<file path="src/pump_cmd_regs.svh">
/*
 * Register offsets, command codes, ASCII codes and timing counts of the
 * pump command handler. Assumes byte addresses on a 32-bit APB bus.
 */
`ifndef PUMP_CMD_REGS_SVH
`define PUMP_CMD_REGS_SVH

// ****************************************
// Register byte offsets
// ****************************************
`define OFS_CMD        8'h00
`define OFS_STAT_RATE  8'h04
`define OFS_STAT_TIME  8'h08
`define OFS_STAT_VOL   8'h0C
`define OFS_FLAGS_A    8'h10
`define OFS_FLAGS_B    8'h14
`define OFS_IVOL       8'h18
`define OFS_WVOL       8'h1C
`define OFS_ITIME_S    8'h20
`define OFS_WTIME_S    8'h24
`define OFS_WRATE      8'h28
`define OFS_LIM_MIN    8'h2C
`define OFS_LIM_MAX    8'h30
`define OFS_RAMP_START 8'h34
`define OFS_RAMP_END   8'h38
`define OFS_RAMP_TIME  8'h3C
`define OFS_TVOL       8'h40
`define OFS_TTIME      8'h44
`define OFS_VALID      8'h48
`define OFS_INPUT      8'h4C
`define OFS_OUTCTL     8'h50
`define OFS_ADDR       8'h54

// ****************************************
// Command codes, written to the command register
// ****************************************
`define CMD_CLR_IVOL   4'h1
`define CMD_CLR_WVOL   4'h2
`define CMD_CLR_VOL    4'h3
`define CMD_CLR_TVOL   4'h4
`define CMD_CLR_ITIME  4'h5
`define CMD_CLR_WTIME  4'h6
`define CMD_CLR_TIME   4'h7
`define CMD_CLR_TTIME  4'h8
`define CMD_WRATE_MAX  4'h9
`define CMD_WRATE_MIN  4'hA
`define CMD_CLR_FLAGS  4'hB

// ****************************************
// Characters, words, limits and reset values
// ****************************************
`define CH_I    8'h49
`define CH_W    8'h57
`define CH_S    8'h53
`define CH_T    8'h54
`define CH_DOT  8'h2E
`define CH_CASE 8'h20
`define CH_CR   8'h0D
`define CH_LF   8'h0A
`define WORD_HIGH 32'h6867_6948
`define WORD_LOW  32'h2077_6F4C
`define ADDR_MAX  32'h0000_0063
`define RST_WRATE 32'h0000_0000
`define MS_PER_S  10'h3E7

// ****************************************
// Timing
// ****************************************
`define CLK_HZ          40000000
`define TICK_HZ         56000000
`define GRAIN_MS        1
`define TICKS_PER_GRAIN (`TICK_HZ / 1000 * `GRAIN_MS)
`define CYC_PER_GRAIN   (`CLK_HZ / 1000 * `GRAIN_MS)

`endif

</file>
<file path="src/pump_cmd_pkg.sv">
/*
 * Types of the pump command handler: bus carriers and sensed pump state.
 * Assumes an APB master with 32-bit data.
 */
package pump_cmd_pkg;

  // APB request from the master
  typedef struct packed {
    logic        psel;
    logic        penable;
    logic        pwrite;
    logic [31:0] paddr;
    logic [31:0] pwdata;
  } apb_req_t;

  // APB answer to the master
  typedef struct packed {
    logic        pready;
    logic        pslverr;
    logic [31:0] prdata;
  } apb_rsp_t;

  // Pump state sensed from the motor drive and pins
  typedef struct packed {
    logic motor_run;
    logic dir_wd;
    logic limit_inf;
    logic limit_wd;
    logic stall;
    logic trigger;
    logic dir_port_wd;
  } sense_t;

endpackage

</file>
<file path="src/pump_text_command_handler.sv">
/*
 * Command handler of a syringe pump: APB register file for rates, ramps,
 * volumes, times, targets, digital I/O and the raw status line.
 * Assumes synchronous pump sense inputs and a host that formats text.
 */
`include "pump_cmd_regs.svh"

module pump_text_command_handler #(
  parameter int unsigned MS_CYCLES = `CYC_PER_GRAIN,
  parameter logic [31:0] RATE_MIN  = 32'h0000_03E8,
  parameter logic [31:0] RATE_MAX  = 32'h3B9A_CA00
) (
  input  logic                   i_clk,
  input  logic                   i_rst_n,
  input  pump_cmd_pkg::apb_req_t i_apb,
  output pump_cmd_pkg::apb_rsp_t o_apb,
  input  pump_cmd_pkg::sense_t   i_sense,
  input  logic [31:0]            i_infuse_rate,
  input  logic                   i_quick_mode,
  output logic [1:0]             o_out_port,
  output logic                   o_sync
);
  import pump_cmd_pkg::*;

  // ****************************************
  // Bus decode
  // ****************************************
  logic [7:0]  ofs;
  logic        wr_ok;
  logic        setup_done;
  logic        gated;
  logic        bad;
  logic        hit;
  logic [31:0] rdata;
  logic [3:0]  cmd;
  logic        cmd_go;

  // Taken at the edge where the registered pready is seen
  assign ofs        = i_apb.paddr[7:0];
  assign setup_done = i_apb.psel & i_apb.penable & ~o_apb.pready;
  assign wr_ok      = i_apb.psel & i_apb.penable & o_apb.pready & i_apb.pwrite & ~o_apb.pslverr;
  assign cmd        = i_apb.pwdata[3:0];
  assign cmd_go     = wr_ok & (ofs == `OFS_CMD);

  // Settings that only quick mode accepts
  assign gated = (ofs == `OFS_CMD) | (ofs == `OFS_WRATE) | (ofs == `OFS_RAMP_START)
               | (ofs == `OFS_RAMP_END) | (ofs == `OFS_RAMP_TIME)
               | (ofs == `OFS_TVOL) | (ofs == `OFS_TTIME);

  // ****************************************
  // Pump state
  // ****************************************
  sense_t      sense_q;
  logic [31:0] wrate;
  logic [31:0] ramp_start;
  logic [31:0] ramp_end;
  logic [31:0] ramp_time;
  logic        ramp_valid;
  logic [31:0] tvol;
  logic        tvol_valid;
  logic [31:0] ttime;
  logic        ttime_valid;
  logic [6:0]  pump_addr;
  logic [1:0]  limit_hit;
  logic        stall_hit;
  logic        target_hit;
  logic [31:0] grain_cnt;
  logic        grain;
  logic [31:0] ticks [2];
  logic [9:0]  msec  [2];
  logic [31:0] secs  [2];
  logic [31:0] vol   [2];
  logic [1:0]  clr_vol;
  logic [1:0]  clr_time;
  logic        cur;
  logic [31:0] rate_now;
  logic [7:0]  flag1;
  logic [7:0]  flag2;
  logic [7:0]  flag3;
  logic [7:0]  flag4;
  logic [7:0]  flag5;
  logic [7:0]  flag6;

  // Inputs sampled once; every flag but limit and stall, which take i_sense directly, looks at this copy
  always_ff @(posedge i_clk) begin
    sense_q <= i_sense;
  end

  assign cur      = sense_q.dir_wd;
  // Rate of the selected direction, zero while idle
  assign rate_now = !sense_q.motor_run ? 32'h0 : (cur ? wrate : i_infuse_rate);

  // ****************************************
  // Bus answer
  // ****************************************
  // Unmapped, gated outside quick mode, or address or withdraw rate out of range
  assign bad = ~hit
             | (i_apb.pwrite & gated & ~i_quick_mode)
             | (i_apb.pwrite & (ofs == `OFS_ADDR) & (i_apb.pwdata > `ADDR_MAX))
             | (i_apb.pwrite & (ofs == `OFS_WRATE)
                & ((i_apb.pwdata < RATE_MIN) | (i_apb.pwdata > RATE_MAX)));

  // Read multiplexer
  always_comb begin
    hit   = 1'b1;
    rdata = 32'h0;
    case (ofs)
      `OFS_CMD:        rdata = 32'h0;
      `OFS_STAT_RATE:  rdata = rate_now;
      `OFS_STAT_TIME:  rdata = ticks[cur];
      `OFS_STAT_VOL:   rdata = vol[cur];
      `OFS_FLAGS_A:    rdata = {flag4, flag3, flag2, flag1};
      `OFS_FLAGS_B:    rdata = {`CH_LF, `CH_CR, flag6, flag5};
      `OFS_IVOL:       rdata = vol[0];
      `OFS_WVOL:       rdata = vol[1];
      `OFS_ITIME_S:    rdata = secs[0];
      `OFS_WTIME_S:    rdata = secs[1];
      `OFS_WRATE:      rdata = wrate;
      `OFS_LIM_MIN:    rdata = RATE_MIN;
      `OFS_LIM_MAX:    rdata = RATE_MAX;
      `OFS_RAMP_START: rdata = ramp_start;
      `OFS_RAMP_END:   rdata = ramp_end;
      `OFS_RAMP_TIME:  rdata = ramp_time;
      `OFS_TVOL:       rdata = tvol;
      `OFS_TTIME:      rdata = ttime;
      `OFS_VALID:      rdata = {29'h0, ttime_valid, tvol_valid, ramp_valid};
      `OFS_INPUT:      rdata = sense_q.trigger ? `WORD_HIGH : `WORD_LOW;
      `OFS_OUTCTL:     rdata = {29'h0, o_sync, o_out_port};
      `OFS_ADDR:       rdata = {23'h0, (pump_addr == 7'h00), 1'b0, pump_addr};
      default:         hit   = 1'b0;
    endcase
  end

  // One wait state: answer registered in the first access cycle
  always_ff @(posedge i_clk or negedge i_rst_n) begin
    if (!i_rst_n) begin
      o_apb <= '0;
    end else begin
      o_apb.pready  <= setup_done;
      o_apb.pslverr <= setup_done & bad;
      o_apb.prdata  <= setup_done ? rdata : 32'h0;
    end
  end

  // ****************************************
  // Settings
  // ****************************************
  // Withdraw rate, value or extreme
  always_ff @(posedge i_clk or negedge i_rst_n) begin
    if (!i_rst_n) begin
      wrate <= `RST_WRATE;
    end else if (wr_ok && ofs == `OFS_WRATE) begin
      wrate <= i_apb.pwdata;
    end else if (cmd_go && cmd == `CMD_WRATE_MAX) begin
      wrate <= RATE_MAX;
    end else if (cmd_go && cmd == `CMD_WRATE_MIN) begin
      wrate <= RATE_MIN;
    end
  end

  // Withdraw ramp; time write arms it, target time clear cancels it
  always_ff @(posedge i_clk or negedge i_rst_n) begin
    if (!i_rst_n) begin
      ramp_start <= 32'h0;
      ramp_end   <= 32'h0;
      ramp_time  <= 32'h0;
      ramp_valid <= 1'b0;
    end else begin
      if (wr_ok && ofs == `OFS_RAMP_START) ramp_start <= i_apb.pwdata;
      if (wr_ok && ofs == `OFS_RAMP_END) ramp_end <= i_apb.pwdata;
      if (wr_ok && ofs == `OFS_RAMP_TIME) begin
        ramp_time  <= i_apb.pwdata;
        ramp_valid <= 1'b1;
      end else if (cmd_go && cmd == `CMD_CLR_TTIME) begin
        ramp_valid <= 1'b0;
      end
    end
  end

  // Targets, set by writes and zeroed by commands
  always_ff @(posedge i_clk or negedge i_rst_n) begin
    if (!i_rst_n) begin
      tvol        <= 32'h0;
      tvol_valid  <= 1'b0;
      ttime       <= 32'h0;
      ttime_valid <= 1'b0;
    end else begin
      if (wr_ok && ofs == `OFS_TVOL) begin
        tvol       <= i_apb.pwdata;
        tvol_valid <= 1'b1;
      end else if (cmd_go && cmd == `CMD_CLR_TVOL) begin
        tvol       <= 32'h0;
        tvol_valid <= 1'b0;
      end
      if (wr_ok && ofs == `OFS_TTIME) begin
        ttime       <= i_apb.pwdata;
        ttime_valid <= 1'b1;
      end else if (cmd_go && cmd == `CMD_CLR_TTIME) begin
        ttime       <= 32'h0;
        ttime_valid <= 1'b0;
      end
    end
  end

  // Output ports, sync port and chain address
  always_ff @(posedge i_clk or negedge i_rst_n) begin
    if (!i_rst_n) begin
      o_out_port <= 2'b00;
      o_sync     <= 1'b0;
      pump_addr  <= 7'h00;
    end else begin
      if (wr_ok && ofs == `OFS_OUTCTL) begin
        o_out_port <= i_apb.pwdata[1:0];
        o_sync     <= i_apb.pwdata[2];
      end
      if (wr_ok && ofs == `OFS_ADDR) pump_addr <= i_apb.pwdata[6:0];
    end
  end

  // ****************************************
  // Elapsed time and volume per direction
  // ****************************************
  // Millisecond grain
  always_ff @(posedge i_clk or negedge i_rst_n) begin
    if (!i_rst_n) begin
      grain_cnt <= 32'h0;
      grain     <= 1'b0;
    end else begin
      grain     <= (grain_cnt == MS_CYCLES - 1);
      grain_cnt <= (grain_cnt == MS_CYCLES - 1) ? 32'h0 : grain_cnt + 32'h1;
    end
  end

  assign clr_vol[0]  = cmd_go & (cmd == `CMD_CLR_IVOL | cmd == `CMD_CLR_VOL);
  assign clr_vol[1]  = cmd_go & (cmd == `CMD_CLR_WVOL | cmd == `CMD_CLR_VOL);
  assign clr_time[0] = cmd_go & (cmd == `CMD_CLR_ITIME | cmd == `CMD_CLR_TIME);
  assign clr_time[1] = cmd_go & (cmd == `CMD_CLR_WTIME | cmd == `CMD_CLR_TIME);

  // Counters of infuse (0) and withdraw (1); volume adds the rate each second
  for (genvar d = 0; d < 2; d++) begin : g_dir
    logic run_d;
    assign run_d = grain & sense_q.motor_run & (sense_q.dir_wd == d[0]);

    always_ff @(posedge i_clk or negedge i_rst_n) begin
      if (!i_rst_n) begin
        ticks[d] <= 32'h0;
        msec[d]  <= 10'h0;
        secs[d]  <= 32'h0;
      end else if (clr_time[d]) begin
        ticks[d] <= 32'h0;
        msec[d]  <= 10'h0;
        secs[d]  <= 32'h0;
      end else if (run_d) begin
        ticks[d] <= ticks[d] + 32'(`TICKS_PER_GRAIN);
        msec[d]  <= (msec[d] == `MS_PER_S) ? 10'h0 : msec[d] + 10'h1;
        if (msec[d] == `MS_PER_S) secs[d] <= secs[d] + 32'h1;
      end
    end

    always_ff @(posedge i_clk or negedge i_rst_n) begin
      if (!i_rst_n) begin
        vol[d] <= 32'h0;
      end else if (clr_vol[d]) begin
        vol[d] <= 32'h0;
      end else if (run_d && msec[d] == `MS_PER_S) begin
        vol[d] <= vol[d] + rate_now;
      end
    end
  end

  // ****************************************
  // Sticky events; a set wins over a clear
  // ****************************************
  always_ff @(posedge i_clk or negedge i_rst_n) begin
    if (!i_rst_n) begin
      limit_hit  <= 2'b00;
      stall_hit  <= 1'b0;
      target_hit <= 1'b0;
    end else begin
      if (i_sense.limit_inf) limit_hit <= 2'b01;
      else if (i_sense.limit_wd) limit_hit <= 2'b10;
      else if (cmd_go && cmd == `CMD_CLR_FLAGS) limit_hit <= 2'b00;
      stall_hit  <= i_sense.stall | (stall_hit & ~(cmd_go && cmd == `CMD_CLR_FLAGS));
      target_hit <= (tvol_valid & (vol[cur] >= tvol)) | (ttime_valid & (secs[cur] >= ttime))
                  | (target_hit & ~(cmd_go && cmd == `CMD_CLR_FLAGS));
    end
  end

  // ****************************************
  // Status flag characters
  // ****************************************
  assign flag1 = (cur ? `CH_W : `CH_I) | (sense_q.motor_run ? 8'h00 : `CH_CASE);
  assign flag2 = limit_hit[0] ? `CH_I : (limit_hit[1] ? `CH_W : `CH_DOT);
  assign flag3 = stall_hit ? `CH_S : `CH_DOT;
  assign flag4 = sense_q.trigger ? `CH_T : `CH_DOT;
  assign flag5 = sense_q.dir_port_wd ? `CH_W : `CH_I;
  assign flag6 = target_hit ? `CH_T : `CH_DOT;
endmodule // pump_text_command_handler

</file>
<file path="config.mk">
export PLATFORM = sky130hd
export DESIGN_NAME = pump_text_command_handler
export DESIGN_NICKNAME = d
export VERILOG_FILES = /design/src/pump_cmd_pkg.sv /design/src/pump_text_command_handler.sv
export VERILOG_INCLUDE_DIRS = /design/src
export SDC_FILE = /design/constraint.sdc
export NUM_CORES = 1
export LEC_CHECK = 0
export BUFFER_PORTS_ARGS = -buffer_cell sky130_fd_sc_hd__buf_2
export CAP_MARGIN = 5
export CORE_MARGIN = 4
export CORE_UTILIZATION = 44
export DETAILED_ROUTE_END_ITERATION = 16
export MAX_ROUTING_LAYER = met4
export PLACE_DENSITY = 0.6
export SLEW_MARGIN = 40
export SYNTH_ARGS = -nofsm -noshare
export SYNTH_HDL_FRONTEND = slang
export SYNTH_SLANG_ARGS = --single-unit
</file>
<file path="constraint.sdc">
create_clock -name i_clk -period 13.2 [get_ports i_clk]
set_input_delay 0 -clock i_clk [delete_from_list [all_inputs] [get_ports i_clk]]
set_output_delay 0 -clock i_clk [all_outputs]
set_load 0.05 [all_outputs]
</file>
### Word-level counts from Yosys, hierarchy flattened

Index checks and enable logic that the tools add are counted.

* reductions and logical operators: 31
* multiplexer cells: 59
* order comparisons: 6
* eq/ne operators: 35
* add/sub/neg operators: 9
* bitwise gates (word level): 49

Operators by type and width (count)
* $mux W32: 34
* $pmux W32 S21: 1
* $add A32 B1 Y32 const B: 3
* $add A32 B16 Y32 const B: 2
* $add A32 B32 Y32: 2
* $eq A8 B6 Y1 const B: 8
* $ge A32 B32 Y1: 2
* $mux W10: 6
* $eq A8 B7 Y1 const B: 6
* $mux W7: 5
* $eq A32 B16 Y1 const B: 1
* $eq A8 B5 Y1 const B: 4
* $gt A32 B30 Y1 const B: 1
* $gt A32 B7 Y1 const B: 1
* $lt A32 B10 Y1 const B: 1
* $mux W31: 1
* $and A1 B1 Y1: 24
* $reduce_or A22 Y1: 1
* $add A10 B1 Y10 const B: 2
* $eq A10 B10 Y1 const B: 2
* $reduce_bool A2 Y1: 9
* $or A1 B1 Y1: 17
* $eq A4 B3 Y1 const B: 4
* $eq A4 B4 Y1 const B: 4
* 17 further kinds: 48

* word-level logic and storage cells: 221
* output and inout bits: 37
* flip-flop bits (word level): 492
* input bits: 109

### Logic depth before layout (Yosys ltp)

* depth in word-level cells: 13
* depth in mapped cells: 17
* depth with buffers taken out: 13

### Least setup slack after synthesis

No wires, ideal clock.

* path type: reg-to-reg
* start: register sense_q (netlist bit cur)
* end: register vol[28] (netlist name)
* required time: 13.106 ns
* stages on the path, launching flop included: 18
* library setup time: 0.094 ns
* slack: 8.920 ns
* arrival: 4.186 ns
* cell sequence: dfxtp_1 clkbuf_1 clkbuf_1 buf_2 buf_1 mux2i_1 nor2b_1 ha_1 fa_1 a211oi_1 nor2_1 a21o_1 o311ai_0 nand3_1 a31oi_1 o21ai_0 xnor2_1 a211oi_1

* word-level cells in the longest chain between the ends: 5

Ends and longest elaborated chain
* start: declaration: line pump_text_command_handler.sv:53 `sense_t sense_q;`
* start signal: assignment: line pump_text_command_handler.sv:86 `sense_q <= i_sense;`
* $mux W32 (2 in a row): line pump_text_command_handler.sv:91 `assign rate_now = !sense_q.motor_run ? 32'h0 : (cur ? wrate : i_infuse_rate);`
* $add A32 B32 Y32: line pump_text_command_handler.sv:266 `vol[d] <= vol[d] + rate_now;`
* $mux W32: line pump_text_command_handler.sv:265 `` end else if (run_d && msec[d] == `MS_PER_S) begin ``
* $mux W32: line pump_text_command_handler.sv:263 `end else if (clr_vol[d]) begin`
* end signal: indexed assignment: line pump_text_command_handler.sv:266
* end: declaration: line pump_text_command_handler.sv:72 `logic [31:0] vol [2];`

Several ways; a longest one is shown, not always the timed one. The select of a mux whose other input is x is not followed.
A chain may end at the register's enable or synchronous reset.

### Final worst setup path

* start: register sense_q (netlist bit cur)
* end: register vol[63] (netlist name)

The elaborated chain is that of the path after synthesis.

==> results.py <==
metrics = {
    "hold_path": {
        "worstHoldEndpoint": "sense_q[6]$_DFF_P_",
        "hp-class": "in2reg",
        "holdPathStages": 2,
        "min_from": "i_sense[6]",
    },
    "yosys": {
        "ys.flop_type": "dfrtp_1",
        "ys_ff_latch": 480,
        "yosys.area_share.xor_xnor": 0.0533,
        "synth_top_family_by_area": "compound AO/OA/AOI/OAI gates",
        "synth_area_sq_um": 28900,
        "ys_seq_area_frac": 0.415,
        "synth_cell_type_count": 88,
        "synthesis.nets": 3305,
        "avgSynthCellArea_sq_um": 9.44,
        "synthArstFlopShare": 0.992,
        "postSynthCellCount": 3061,
        "synth_edf_count": 0,
        "yosys.area_share.simple": 0.170,
        "synth_compound_area_frac": 0.177,
        "synth_warnings": 0,
        "synthMuxAreaShare": 0.0882,
        "synthAdderAreaFrac": 0.0589,
    },
    "setup_path": {
        "path_class": "reg2reg",
        "critPathLaunchType": "register",
        "worstReg2RegEnd": "vol[63]$_DFFE_PN0P_",
        "reg2reg_slack_ns": 7.79,
        "crit_path_end_kind": "register",
        "cp.arrival_ns": 5.90,
        "reg2regPathDepth": 14,
        "r2r_start": "cur$_DFF_P_",
        "crit_path_max_fanout": 50,
        "worst_ep_required_time_ns": 13.69,
    },
    "die": {
        "coreArea_sq_um": 64700,
        "die_y_microns": 264,
        "die_width_microns": 264,
        "ios": 146,
        "dieArea_sq_um": 69900,
        "rows": 93,
        "initial_core_util": 0.447,
    },
    "grt": {
        "grt_pass1_vias": 25252,
        "antenna_found_initial": 4,
        "grt_overflow": 0,
        "grt_pass1_wl_mm": 163,
        "grt_max_degree": 83,
        "track_usage": 0.313,
    },
    "final_layout": {
        "layout.cells.non_filler": 4061,
        "area_growth_pct": 13.7,
        "final_cell_mix": "476 x dfrtp_1, 289 x nand2_1, 254 x nor2_1, 165 x mux2_2, 163 x a21oi_1",
        "final_common_cell": "dfrtp_1",
        "layout.nets": 3397,
        "layout-drive-gt1-share": 0.149,
    },
    "placement": {
        "dp_hpwl_mm": 77.0,
        "place_congestion": 0.964,
        "port_buffers": 121,
        "place_inst": 3899,
    },
    "clock_network": {
        "cts_hold_buf": 51,
        "cts_made_buffers": 56,
        "postCtsSetupBuffers": 0,
        "clkTransAtPathRegs_ns": 0.06,
        "cts.sinks": 480,
        "root_buffer": "clkbuf_16",
        "clock_latency_ns": 0.63,
        "clockBufferDepth": 3,
        "htree_levels": 2,
        "ctsResizeCount": 0,
        "cts_tree": "done",
    },
    "sta": {
        "finClkSkew_ns": 0.0242,
        "worst_pin_slew_ns": 0.886,
        "fin_tns_setup_ns": 0,
        "period_share": 0.410,
        "maxSlewViolCount": 0,
        "hold_viol": 0,
        "slew_headroom": 0.405,
        "setup_viol": 0,
        "whs_ns": 0.0339,
        "grt_setup_unrepaired": "false",
        "period_needed_ns": 5.41,
        "fmax_ghz": 0.185,
    },
    "flow_run": {
        "maxCapViolCount": 0,
    },
    "route": {
        "drc": 0,
        "routedWlPerCell_microns": 27.2,
        "num_vias": 25733,
        "first_pass_iters": 7,
        "final_antenna_net_count": 0,
        "postRouteWirelength_mm": 110,
        "drt_iter0_markers": 3325,
        "vias_per_cell": 6.34,
    },
    "power_and_ir_drop": {
        "p_leak_nw": 14.9,
        "ir_drop_mv": 0.105,
        "p_per_area_nw_per_um2": 104,
    },
    "status": {
        "outcome": "completed",
    },
}
-- report_power, final --
part	total [mW]	switching, mW	internal (mW)
Combinational	0.246	0.159	0.0875
Clock	1.70	0.665	1.03
Sequential	1.48	0.00553	1.48
Total	3.42	0.830	2.59
-- state kept, by name, summed over array words and instances, names as in the netlist, 7 cells and up --
signal      cells
wrate          32
pump_addr       7
ttime          32
o_apb          34
vol            64
secs           64
tvol           32
msec           20
ramp_end       32
ticks          52
grain_cnt      32
ramp_time      32
ramp_start     32
-- worst max-delay path by stage --
stage | startpoint | endpoint | slack (ns) | cells past startpoint
finish | cur$_DFF_P_ | vol[63]$_DFFE_PN0P_ | 7.79 | 14
detailed placement | cur$_DFF_P_ | vol[31]$_DFFE_PN0P_ | 7.76 | 14
floorplan | cur$_DFF_P_ | vol[28]$_DFFE_PN0P_ | 8.92 | 17
CTS | cur$_DFF_P_ | vol[31]$_DFFE_PN0P_ | 7.73 | 14
global route | cur$_DFF_P_ | vol[31]$_DFFE_PN0P_ | 7.59 | 14
global placement | cur$_DFF_P_ | vol[31]$_DFFE_PN0P_ | 7.94 | 14
-- synthesized netlist by cell type (34+ instances only) --
cell type / count / share of area
or3_1: 34 / 0.0074
nand4_1: 56 / 0.012
a21o_1: 74 / 0.019
mux2_2: 165 / 0.064
a21oi_1: 163 / 0.028
o31ai_1: 36 / 0.0093
nor2_1: 271 / 0.035
clkbuf_1: 153 / 0.020
a221oi_1: 56 / 0.017
xor2_1: 90 / 0.027
o21ai_0: 111 / 0.019
nand2_1: 289 / 0.038
ha_1: 133 / 0.058
xnor2_1: 86 / 0.026
inv_1: 98 / 0.013
dfrtp_1: 476 / 0.41
a22oi_1: 51 / 0.013
nand3_1: 128 / 0.022
nor3_1: 37 / 0.0064
and3_1: 52 / 0.011
nor2b_1: 48 / 0.010
a22o_1: 74 / 0.022
mux2i_1: 69 / 0.024
-- worst max-delay path: stages, from the launching register on --
cell	delay, ns
dfxtp_4	0.47
buf_6	0.51
buf_4	0.61
mux2i_1	0.18
nor2b_1	0.55
ha_1	0.38
a211o_1	0.29
a211oi_1	0.27
nor2_1	0.15
o311a_1	0.42
o21ai_0	0.55
o21ai_0	0.31
mux2i_1	0.26
nor3_1	0.08
nand2b_1	0.15
-- logic make-up (layout without fill, tap and decap cells) --
group,count (synthesis),in the layout
AO/OA/AOI/OAI,733,733
XOR/XNOR,176,176
adder cells (fa/ha/maj),135,135
buffers and inverters,283,422
flip-flops,480,480
multiplexers,234,234
other,0,6
AND/OR/NAND/NOR,1020,1020
-- metrics by stage --
step	total power, mW	area (sq um)	util	setup slack (ns)
floorplan	1.63	28900	-	8.92
global placement	1.73	30300	0.468	7.94
detailed placement	1.74	30300	0.469	7.76
CTS	3.45	32800	0.508	7.73
global route	3.53	32900	0.508	7.59
finish	3.42	32900	0.508	7.79
-- metal layers --
metal	track usage	wire, microns	vias up
met5	-	0	-
met4	0.0967	4040	0
met3	0.0682	11700	227
met2	0.461	47700	1315
met1	0.436	46800	12810
li1	-	-	11381
-- area by class of cell --
type	count	area (sq um)
clock inverters	29	418
multi-input cells	2298	15900
flip-flops and latches	480	12000
well taps	855	1070
inverters	98	368
clock buffers	76	1580
repair buffers	219	1510
diodes	6	15.0
fillers	5981	31800
Note: power is estimated with default switching activity, not from simulation.
